[config.mk]
export PLATFORM = sky130hd
export DESIGN_NAME = i2c_event_register_front
export DESIGN_NICKNAME = d
export VERILOG_FILES = /design/src/hw/i2c_front_pkg.sv /design/src/hw/bus_recovery.sv /design/src/hw/i2c_event_register_front.sv /design/src/hw/own_addr_match.sv
export VERILOG_INCLUDE_DIRS = /design/src /design/src/hw
export SDC_FILE = /design/constraint.sdc
export NUM_CORES = 1
export LEC_CHECK = 0
export BUFFER_PORTS_ARGS = -buffer_cell sky130_fd_sc_hd__buf_2
export CORE_ASPECT_RATIO = 1.4
export CORE_UTILIZATION = 45
export DETAILED_ROUTE_END_ITERATION = 10
export GPL_TIMING_DRIVEN = 1
export SLEW_MARGIN = 40
export SYNTH_ARGS = -nofsm -noshare
export SYNTH_HDL_FRONTEND = slang
export SYNTH_HIERARCHICAL = 1
export SYNTH_SLANG_ARGS = --single-unit
[constraint.sdc]
create_clock -name pclk -period 5.3 [get_ports pclk]
set_input_delay 0.53 -clock pclk [delete_from_list [all_inputs] [get_ports pclk]]
set_output_delay 0.53 -clock pclk [all_outputs]
set_load 0.01 [all_outputs]
[src/hw/i2c_front_params.svh]
/*
  constants of the two-wire controller front end: offsets, fields, resets, timing.
  assumes inclusion by bare name from the design files.
*/
`ifndef I2C_FRONT_PARAMS_SVH
`define I2C_FRONT_PARAMS_SVH

`define OFF_OWN_ADDR 8'h00
`define OFF_INT_EN 8'h04
`define OFF_STATUS 8'h08
`define OFF_CLK_LOW 8'h0C
`define OFF_CLK_HIGH 8'h10
`define OFF_COUNT 8'h14
`define OFF_RX_DATA 8'h18
`define OFF_SLAVE_ADDR 8'h1C
`define OFF_TX_DATA 8'h20
`define OFF_MODE 8'h24
`define OFF_VECTOR 8'h28
`define OFF_EXT_MODE 8'h2C
`define OFF_PRESCALE 8'h30
`define OFF_PERIPH_ID1 8'h34
`define OFF_PERIPH_ID2 8'h38

`define ST_AL 0
`define ST_NO_ACK_EVENT 1
`define ST_REGS_READY 2
`define ST_RRDY 3
`define ST_XRDY 4
`define ST_SCD 5
`define ST_AD0 8
`define ST_AAS 9
`define ST_TX_SHIFT_EMPTY_N 10
`define ST_RX_OVERRUN_FULL 11
`define ST_BB 12
`define ST_NO_ACK_SENT 13
`define ST_SLAVE_TX_DIRECTION 14
`define ST_W1C_MASK 15'h703F
`define ST_RESET 15'h0410

`define MODE_XA 8
`define MODE_IRS 5
`define MODE_FREE 14
`define EXT_RECOV_START 1
`define EXT_RECOV_BUSY 2
`define EXT_RECOV_OK 3

`define PCLK_NS 8
`define RECOV_HALF_NS 5000
`define RECOV_HALF_CYC ((`RECOV_HALF_NS + `PCLK_NS - 1) / `PCLK_NS)
`define RECOV_MAX_PULSES 9
`define SYNC_LAT 3

`endif

[src/hw/i2c_front_pkg.sv]
/*
  types of the two-wire controller front end.
  assumes nothing; constants live in i2c_front_params.svh.
*/
package i2c_front_pkg;

  typedef struct packed {
    logic arb_lost;
    logic no_ack_event;
    logic regs_ready;
    logic stop_detected;
    logic rx_copy;
    logic tx_load;
    logic addressed_as_slave;
    logic general_call_seen;
    logic rx_overrun_full;
    logic tx_shift_empty_n;
    logic slave_tx_direction;
    logic no_ack_sent;
    logic bus_busy_flag;
    logic bus_free;
  } core_evt_t;

  typedef enum logic [2:0] {
    REC_IDLE = 3'b001,
    REC_LOW = 3'b010,
    REC_HIGH = 3'b100
  } recov_state_t;

endpackage : i2c_front_pkg

[src/hw/bus_recovery.sv]
/*
  clock pulses to free a data line held low by a slave.
  assumes sda_sync and scl_sync are already synchronised to pclk.
*/
`timescale 1ns/10ps
`default_nettype none
`include "i2c_front_params.svh"

module bus_recovery #(
  parameter int HALF_CYC = `RECOV_HALF_CYC,
  parameter int MAX_PULSES = `RECOV_MAX_PULSES
) (
  input wire logic pclk,
  input wire logic presetn,
  input wire logic start,
  input wire logic sda_sync,
  input wire logic scl_sync,
  output logic scl_oe,
  output logic busy,
  output logic released
);

  i2c_front_pkg::recov_state_t state_reg;
  logic [15:0] timer_reg;
  logic [3:0] pulses_reg;
  logic half_done;

  assign half_done = (timer_reg == 16'(HALF_CYC - 1));

  always_ff @(posedge pclk or negedge presetn) begin
    if (!presetn) begin
      state_reg <= i2c_front_pkg::REC_IDLE;
      timer_reg <= 16'h0000;
      pulses_reg <= 4'h0;
      scl_oe <= 1'b0;
      released <= 1'b0;
    end else begin
      unique case (state_reg)
        i2c_front_pkg::REC_IDLE: begin
          if (start) begin
            state_reg <= i2c_front_pkg::REC_LOW;
            timer_reg <= 16'h0000;
            pulses_reg <= 4'h0;
            scl_oe <= 1'b1;
            released <= 1'b0;
          end
        end
        i2c_front_pkg::REC_LOW: begin
          timer_reg <= half_done ? 16'h0000 : timer_reg + 16'h0001;
          if (half_done) begin
            state_reg <= i2c_front_pkg::REC_HIGH;
            pulses_reg <= pulses_reg + 4'h1;
            scl_oe <= 1'b0;
          end
        end
        i2c_front_pkg::REC_HIGH: begin
          if (!half_done) begin
            timer_reg <= timer_reg + 16'h0001;
          end else if (scl_sync) begin
            timer_reg <= 16'h0000;
            if (sda_sync) begin
              state_reg <= i2c_front_pkg::REC_IDLE;
              released <= 1'b1;
            end else if (pulses_reg == 4'(MAX_PULSES)) begin
              state_reg <= i2c_front_pkg::REC_IDLE;
            end else begin
              state_reg <= i2c_front_pkg::REC_LOW;
              scl_oe <= 1'b1;
            end
          end
        end
        default: begin
          state_reg <= i2c_front_pkg::REC_IDLE;
          scl_oe <= 1'b0;
        end
      endcase
    end
  end

  assign busy = (state_reg != i2c_front_pkg::REC_IDLE);
endmodule : bus_recovery
`default_nettype wire

[src/hw/i2c_event_register_front.sv]
/*
  register file, interrupt, dma events, debug suspend and bus recovery of a
  two-wire serial controller, reached over apb.
  assumes the serial core runs on pclk and reports its events as core_evt pulses
  and levels; pins sda_in, scl_in and debug_suspend are asynchronous.
*/
// Overview of operation
// - one dedicated interrupt output, shared with nothing else.
// - receive byte copied into receive data register pulses the rx dma event.
// - transmit byte taken into the shift register pulses the tx dma event.
// - debug suspend stops the core unless the free-run bit is set.
// - bus recovery drives up to nine clock pulses on the clock line.
// - after each pulse the data line is sampled while the clock is high.
// - recovery stops once the data line reads high; a start may follow.
// - register offsets 0h to 38h decoded as in the register map.
// - 7-bit addressing matches own address bits 6-0 only.
// - 10-bit addressing matches own address bits 9-0.
// - reserved bits read zero and ignore writes.
// - enable register holds one bit per event, bits 0 to 6.
// - status flags clear on writing one; read-only bits ignore writes.
// - after reset only tx-shift-empty and tx-ready status bits are one.
// - events set flags whenever the module runs; enable bits gate them to the interrupt.
// - vector read clears the top pending flag except addressed-as-slave, which follows the core level; the rest re-raise interrupt.
`timescale 1ns/10ps
`default_nettype none
`include "i2c_front_params.svh"

module i2c_event_register_front #(
  parameter logic [31:0] PERIPH_ID1 = 32'h0000_0101,
  parameter logic [31:0] PERIPH_ID2 = 32'h0000_0002,
  parameter int RECOV_HALF = `RECOV_HALF_CYC
) (
  input wire logic pclk,
  input wire logic presetn,
  input wire logic psel,
  input wire logic penable,
  input wire logic pwrite,
  input wire logic [7:0] paddr,
  input wire logic [31:0] pwdata,
  output logic [31:0] prdata,
  output logic pready,
  output logic pslverr,
  input wire i2c_front_pkg::core_evt_t core_evt,
  input wire logic [7:0] rx_byte,
  input wire logic [9:0] rx_slave_addr,
  input wire logic debug_suspend,
  input wire logic sda_in,
  input wire logic scl_in,
  output logic irq,
  output logic rx_dma_request,
  output logic tx_dma_request,
  output logic core_run,
  output logic addr_match,
  output logic [7:0] tx_byte,
  output logic scl_oe
);

  // id values are arbitrary
  logic [9:0] own_addr_reg;
  logic [6:0] int_en_reg;
  logic [14:0] status_reg;
  logic [15:0] clk_low_reg;
  logic [15:0] clk_high_reg;
  logic [15:0] count_reg;
  logic [7:0] rx_data_reg;
  logic [9:0] slave_addr_reg;
  logic [15:0] mode_reg;
  logic [7:0] ext_mode_reg;
  logic [7:0] prescale_reg;
  logic [2:0] sync1_reg;
  logic [2:0] sync2_reg;
  logic [31:0] rdata_next;
  logic [6:0] sources;
  logic [2:0] vec_code;
  logic wr_acc;
  logic rd_acc;
  logic recov_start;
  logic recov_busy;
  logic recov_ok;
  logic match_raw;
  logic module_run_enable;
  logic [14:0] status_clr;
  logic [14:0] status_set;

  function automatic logic mapped(input logic [7:0] a);
    mapped = (a[1:0] == 2'b00) && (a <= `OFF_PERIPH_ID2);
  endfunction : mapped

  // lowest source index wins; code 0 means none pending
  function automatic logic [2:0] top_code(input logic [6:0] pend);
    top_code = 3'h0;
    for (int i = 6; i >= 0; i--) begin
      if (pend[i]) begin
        top_code = 3'(i + 1);
      end
    end
  endfunction : top_code

  assign module_run_enable = mode_reg[`MODE_IRS];
  assign sources = {status_reg[`ST_AAS], status_reg[5:0]};
  assign vec_code = top_code(sources & int_en_reg);
  assign wr_acc = psel && penable && pready && pwrite;
  assign rd_acc = psel && penable && pready && !pwrite;
  assign recov_start = wr_acc && (paddr == `OFF_EXT_MODE) && pwdata[`EXT_RECOV_START];

  // pins: two flops before use
  always_ff @(posedge pclk or negedge presetn) begin
    if (!presetn) begin
      sync1_reg <= 3'h7;
      sync2_reg <= 3'h7;
    end else begin
      sync1_reg <= {debug_suspend, sda_in, scl_in};
      sync2_reg <= sync1_reg;
    end
  end

  // no wait state: answer prepared in setup, pready high in the first access cycle
  always_ff @(posedge pclk or negedge presetn) begin
    if (!presetn) begin
      pready <= 1'b0;
      pslverr <= 1'b0;
      prdata <= 32'h0000_0000;
    end else begin
      pready <= psel && !penable;
      pslverr <= psel && !penable && !mapped(paddr);
      prdata <= (psel && !penable && !pwrite) ? rdata_next : 32'h0000_0000;
    end
  end

  always_comb begin
    rdata_next = 32'h0000_0000;
    unique case (paddr)
      `OFF_OWN_ADDR: rdata_next[9:0] = own_addr_reg;
      `OFF_INT_EN: rdata_next[6:0] = int_en_reg;
      `OFF_STATUS: rdata_next[14:0] = status_reg;
      `OFF_CLK_LOW: rdata_next[15:0] = clk_low_reg;
      `OFF_CLK_HIGH: rdata_next[15:0] = clk_high_reg;
      `OFF_COUNT: rdata_next[15:0] = count_reg;
      `OFF_RX_DATA: rdata_next[7:0] = rx_data_reg;
      `OFF_SLAVE_ADDR: rdata_next[9:0] = slave_addr_reg;
      `OFF_TX_DATA: rdata_next[7:0] = tx_byte;
      `OFF_MODE: rdata_next[15:0] = mode_reg;
      `OFF_VECTOR: rdata_next[2:0] = vec_code;
      `OFF_EXT_MODE: begin
        rdata_next[7:0] = ext_mode_reg;
        rdata_next[`EXT_RECOV_BUSY] = recov_busy;
        rdata_next[`EXT_RECOV_OK] = recov_ok;
      end
      `OFF_PRESCALE: rdata_next[7:0] = prescale_reg;
      `OFF_PERIPH_ID1: rdata_next = PERIPH_ID1;
      `OFF_PERIPH_ID2: rdata_next = PERIPH_ID2;
      default: rdata_next = 32'h0000_0000;
    endcase
  end

  // software-written configuration
  always_ff @(posedge pclk or negedge presetn) begin
    if (!presetn) begin
      own_addr_reg <= 10'h000;
      int_en_reg <= 7'h00;
      clk_low_reg <= 16'h0000;
      clk_high_reg <= 16'h0000;
      count_reg <= 16'h0000;
      slave_addr_reg <= 10'h3FF;
      tx_byte <= 8'h00;
      mode_reg <= 16'h0000;
      ext_mode_reg <= 8'h00;
      prescale_reg <= 8'h00;
    end else if (wr_acc) begin
      unique case (paddr)
        `OFF_OWN_ADDR: own_addr_reg <= pwdata[9:0];
        `OFF_INT_EN: int_en_reg <= pwdata[6:0];
        `OFF_CLK_LOW: clk_low_reg <= pwdata[15:0];
        `OFF_CLK_HIGH: clk_high_reg <= pwdata[15:0];
        `OFF_COUNT: count_reg <= pwdata[15:0];
        `OFF_SLAVE_ADDR: slave_addr_reg <= pwdata[9:0];
        `OFF_TX_DATA: tx_byte <= pwdata[7:0];
        `OFF_MODE: mode_reg <= pwdata[15:0];
        `OFF_EXT_MODE: ext_mode_reg <= {pwdata[7:4], 3'b000, pwdata[0]};
        `OFF_PRESCALE: prescale_reg <= pwdata[7:0];
        default: ;
      endcase
    end
  end

  always_ff @(posedge pclk or negedge presetn) begin
    if (!presetn) begin
      rx_data_reg <= 8'h00;
    end else if (core_evt.rx_copy) begin
      rx_data_reg <= rx_byte;
    end
  end

  // clear and set requests of the sticky status bits; set beats clear
  always_comb begin
    status_clr = 15'h0000;
    status_set = 15'h0000;
    if (wr_acc && paddr == `OFF_STATUS) begin
      status_clr = pwdata[14:0] & `ST_W1C_MASK;
    end
    if (rd_acc && paddr == `OFF_VECTOR && vec_code != 3'h0) begin
      status_clr[(vec_code == 3'h7) ? `ST_AAS : 32'(vec_code) - 1] = 1'b1;
    end
    if (rd_acc && paddr == `OFF_RX_DATA) begin
      status_clr[`ST_RRDY] = 1'b1;
    end
    if (core_evt.bus_free) begin
      status_clr[`ST_BB] = 1'b1;
      status_clr[`ST_SLAVE_TX_DIRECTION] = 1'b1;
    end
    status_set[`ST_AL] = core_evt.arb_lost;
    status_set[`ST_NO_ACK_EVENT] = core_evt.no_ack_event;
    status_set[`ST_REGS_READY] = core_evt.regs_ready;
    status_set[`ST_RRDY] = core_evt.rx_copy;
    status_set[`ST_XRDY] = core_evt.tx_load;
    status_set[`ST_SCD] = core_evt.stop_detected;
    status_set[`ST_BB] = core_evt.bus_busy_flag;
    status_set[`ST_NO_ACK_SENT] = core_evt.no_ack_sent;
    status_set[`ST_SLAVE_TX_DIRECTION] = core_evt.slave_tx_direction;
  end

  // status: soft reset forces defaults
  always_ff @(posedge pclk or negedge presetn) begin
    if (!presetn) begin
      status_reg <= `ST_RESET;
    end else if (!module_run_enable) begin
      status_reg <= `ST_RESET;
    end else begin
      status_reg <= (status_reg & ~status_clr) | status_set;
      status_reg[`ST_AD0] <= core_evt.general_call_seen;
      status_reg[`ST_AAS] <= core_evt.addressed_as_slave;
      status_reg[`ST_TX_SHIFT_EMPTY_N] <= core_evt.tx_shift_empty_n;
      status_reg[`ST_RX_OVERRUN_FULL] <= core_evt.rx_overrun_full;
      status_reg[7:6] <= 2'b00;
    end
  end

  // events and interrupt outputs
  always_ff @(posedge pclk or negedge presetn) begin
    if (!presetn) begin
      irq <= 1'b0;
      rx_dma_request <= 1'b0;
      tx_dma_request <= 1'b0;
      core_run <= 1'b0;
      addr_match <= 1'b0;
    end else begin
      irq <= |(sources & int_en_reg);
      rx_dma_request <= core_evt.rx_copy;
      tx_dma_request <= core_evt.tx_load;
      core_run <= module_run_enable && (mode_reg[`MODE_FREE] || !sync2_reg[2]);
      addr_match <= match_raw;
    end
  end

  own_addr_match u_match (
    .own_addr_field(own_addr_reg),
    .ten_bit_addr_select(mode_reg[`MODE_XA]),
    .rx_addr(rx_slave_addr),
    .match(match_raw)
  );

  bus_recovery #(
    .HALF_CYC(RECOV_HALF),
    .MAX_PULSES(`RECOV_MAX_PULSES)
  ) u_recov (
    .pclk(pclk),
    .presetn(presetn),
    .start(recov_start),
    .sda_sync(sync2_reg[1]),
    .scl_sync(sync2_reg[0]),
    .scl_oe(scl_oe),
    .busy(recov_busy),
    .released(recov_ok)
  );
endmodule : i2c_event_register_front
`default_nettype wire

[src/hw/own_addr_match.sv]
/*
  own slave address comparison for 7-bit and 10-bit addressing.
  assumes the received address is stable while it is compared.
*/
`timescale 1ns/10ps
`default_nettype none

module own_addr_match (
  input wire logic [9:0] own_addr_field,
  input wire logic ten_bit_addr_select,
  input wire logic [9:0] rx_addr,
  output logic match
);

  always_comb begin
    if (ten_bit_addr_select) begin
      match = (own_addr_field == rx_addr);
    end else begin
      match = (own_addr_field[6:0] == rx_addr[6:0]);
    end
  end

endmodule : own_addr_match
`default_nettype wire

==> results.txt <==
synthesis-stage register bit count - 187
unrepaired setup endpoints after global routing - no
Data required, critical path - 5610 ps
worst slew pin tran - 732 ps
clk root buf - clkbuf_16
P&R area growth vs syn - 13.5%
first-pass GRT wire length - 40800 um
most frequent cells in the layout - 168 x dfrtp_1, 98 x mux2_2, 94 x buf_2
reg2reg path depth - 10
initial antenna violation count - 1
CP Launch Type - input pin
mux cell area share after synthesis - 17.0%
CP bufs+invs - 2
Reg-to-Reg End - u_recov/timer_reg[15]
Vias - 7010
dpl hpwl - 18300 um
synth warn - 6
Hold Path Class - input pin to register
final cell count without fillers - 1151
switch share - 26.6%
fin crit share - 61.2%
endpoint class of the critical path - register
setup_tns - 0 ps
Clk Latency, worst-skew pair - 440 ps
final wirelength - 26200 um
clk buf depth - 2
IO Port Bufs - 95
Initial Util - 46.3%
Setup CP Type - input pin to register
H-tree levels - 4
Max-cap violations - 0
Combinational Power Share - 9.5%
share of cells above drive strength 1 - 33.3%
simple-gate share of the synthesized area - 13.9%
Flop pwr share - 50.6%
Max Fclk - 308 MHz
Syn Inst Count - 796
Synth Cell Area - 9290 sq um
vias per std cell - 6.09
Arrival @ worst endpoint - 3560 ps
Top Ports - 128
starting DRC count in detailed routing - 392
clock sinks - 187
Die H - 172 um
Overflow after GRT - 0
Final Hold Fails - 0
commonest non-fill, non-tap cell in the layout - dfrtp_1
FFs w/ async S/R, synth - 100%
Final Setup Violations - 0
fin. max-slew vios - 0
CTS tree - done
EDFF count, synth - 0
Setup crit end - u_recov/timer_reg[15]
width of the die - 123 um
largest net degree at the start of global routing - 94
syn_area_per_cell - 11.7 sq um
post-synthesis compound-gate area fraction - 12.7%
TritonCTS Buffers - 17
minimum hold slack - 187 ps
Post-Synth Adder-Cell Area - 0.673%
ANT nets after route - 0
largest family of logic cells by synthesized area - multiplexers
cell leakage power - 4.71 nW
vias in the first global route - 7179
GPL Wtd Cong - 0.951
cell area power density - 301 nW/um^2
Nets - 970
Reg-to-Reg Start - pready
# fillers - 1758
Peak VDD IR - 209 uV
Core ar. - 20100 sq um
post-CTS setup buffers - 0
DP Cell Count - 1115
WL/cell - 22.8 um
delay-heaviest family, CP - simple AND/OR/NAND/NOR gates
Worst path max stage delay - 500 ps
Post-Synth XOR/XNOR Area - 1.04%
slowest CP cell - buf_2
sw power - 0.844 mW
CP Cell Sequence - buf_2, nor4b_2, nand2_1, nor2_2, and2_1, nand3b_1, a31oi_1, o41ai_4, buf_4, o21ai_0, o21ai_0
die area - 21200 sq um
Clk pwr share - 39.9%
min Tclk post-route - 3240 ps
relative slew slack - 51.1%
most used cell, CP - o21ai_0
cell-internal power - 2.33 mW
post-synthesis cell type count - 82
dominant synthesized flop cell - dfrtp_1
R2R setup slack - 2270 ps
Crit. path cell count - 11
clk_skew - 10.3 ps
crit path from - paddr[5]
Crit Path Max Fanout - 27
DRT Pass-1 Iters - 5
FP Rows - 61
status - finished, final reports clean
sequential area share after synthesis - 50.6%
Total Routing Usage GR - 26.1%
Worst-path clk slew - 70 ps
Final Util - 52.6%
DRC - 0
[worst register-to-register path, cell delays in order (launching register included)]
cell	delay (ps)
dfrtp_1	380
and4_1	380
nand2_1	230
nor2_2	390
and2_1	300
nand3b_1	110
a31oi_1	400
o41ai_4	220
buf_4	230
o21ai_0	170
o21ai_0	110
[power by group through the flow]
stage	Combinational [mW]	Clock, mW	Sequential [mW]
2_1_floorplan	0.186	0	1.60
3_3_place_gp	0.284	0	1.62
3_5_place_dp	0.297	0	1.63
4_1_cts	0.297	1.28	1.60
5_1_grt	0.336	1.34	1.62
6_report	0.302	1.26	1.61
[worst min-delay path by stage]
stage	start	to	cells past startpoint
finish	scl_in	sync1_reg[0]	1
global route	scl_in	sync1_reg[0]	1
CTS	scl_in	sync1_reg[0]	1
detailed placement	sync1_reg[1]	sync2_reg[1]	0
global placement	sync1_reg[1]	sync2_reg[1]	0
floorplan	presetn	addr_match	0
[layout make-up]
type | instances | area [sq um] | area share (%)
tap | 252 | 315 | 2.99
clock buffer | 21 | 480 | 4.55
inverter | 16 | 60.1 | 0.569
clock inverter | 11 | 106 | 1.01
multi-input combinational | 555 | 4280 | 40.6
antenna | 1 | 2.50 | 0.0237
timing repair buffer | 108 | 604 | 5.73
sequential | 187 | 4700 | 44.6
[what timing repair did]
item / 4_1_cts / 5_1_grt
endpoints found under the hold margin: 0 / 6
hold buffers: 0 / 1
resized for setup: 0 / 0
[metal layers]
layer	up-vias	global-route usage, %	share of wire, %
met1	3535	30.9	39
met5	-	0	0
li1	3093	-	-
met4	0	15.1	5.2
met3	85	4.98	5.2
met2	297	43.8	51
[cells in the mapped netlist, types with 4 or more instances]
library cell  instances  share of area (%)
inv_1                15               0.61
mux2i_1              12                1.3
a32oi_1               4               0.38
nor2_4                8               0.97
a22o_1               10               0.94
and2_1                8               0.54
nand3_1              20                1.1
nand2b_1             10               0.67
clkbuf_1             14               0.57
mux2_1               28                3.4
a31oi_1              14               0.94
mux2_2               98                 12
a21oi_2               4               0.38
o21ai_0              35                1.9
o31ai_1               6               0.48
a222oi_1             10                1.1
dfstp_2              19                5.4
nor2_2                6               0.40
buf_4                22                1.8
a22oi_1              14                1.1
buf_2                11               0.59
nor3_1               13               0.70
ha_1                  5               0.67
xnor2_1              10               0.94
nor2_1               33                1.3
buf_1                 4               0.16
nand2_1              60                2.4
and3_1                7               0.47
nor4_1                6               0.40
or3_1                 5               0.34
nor2b_1               4               0.27
a21oi_1              31                1.7
dfrtp_1             168                 45
nand4_1               7               0.47
[logic make-up after synthesis]
group | Yosys count
other | 1
buffers and inverters | 69
muxes | 140
xor gates and xnor gates | 11
and+or+nand+nor | 216
AOI/OAI and AO/OA | 167
adders and majority gates | 5
DFF | 187
[per-stage QoR]
stage / cell area [sq um] / power, mW / worst slack (ps)
finish: 10600 / 3.17 / 2060
global route: 10600 / 3.29 / 1880
CTS: 10500 / 3.18 / 2220
detailed placement: 9910 / 1.92 / 1770
global placement: 9900 / 1.91 / 1820
floorplan: 9350 / 1.79 / 2540
Power figures use the tool's default switching activity.
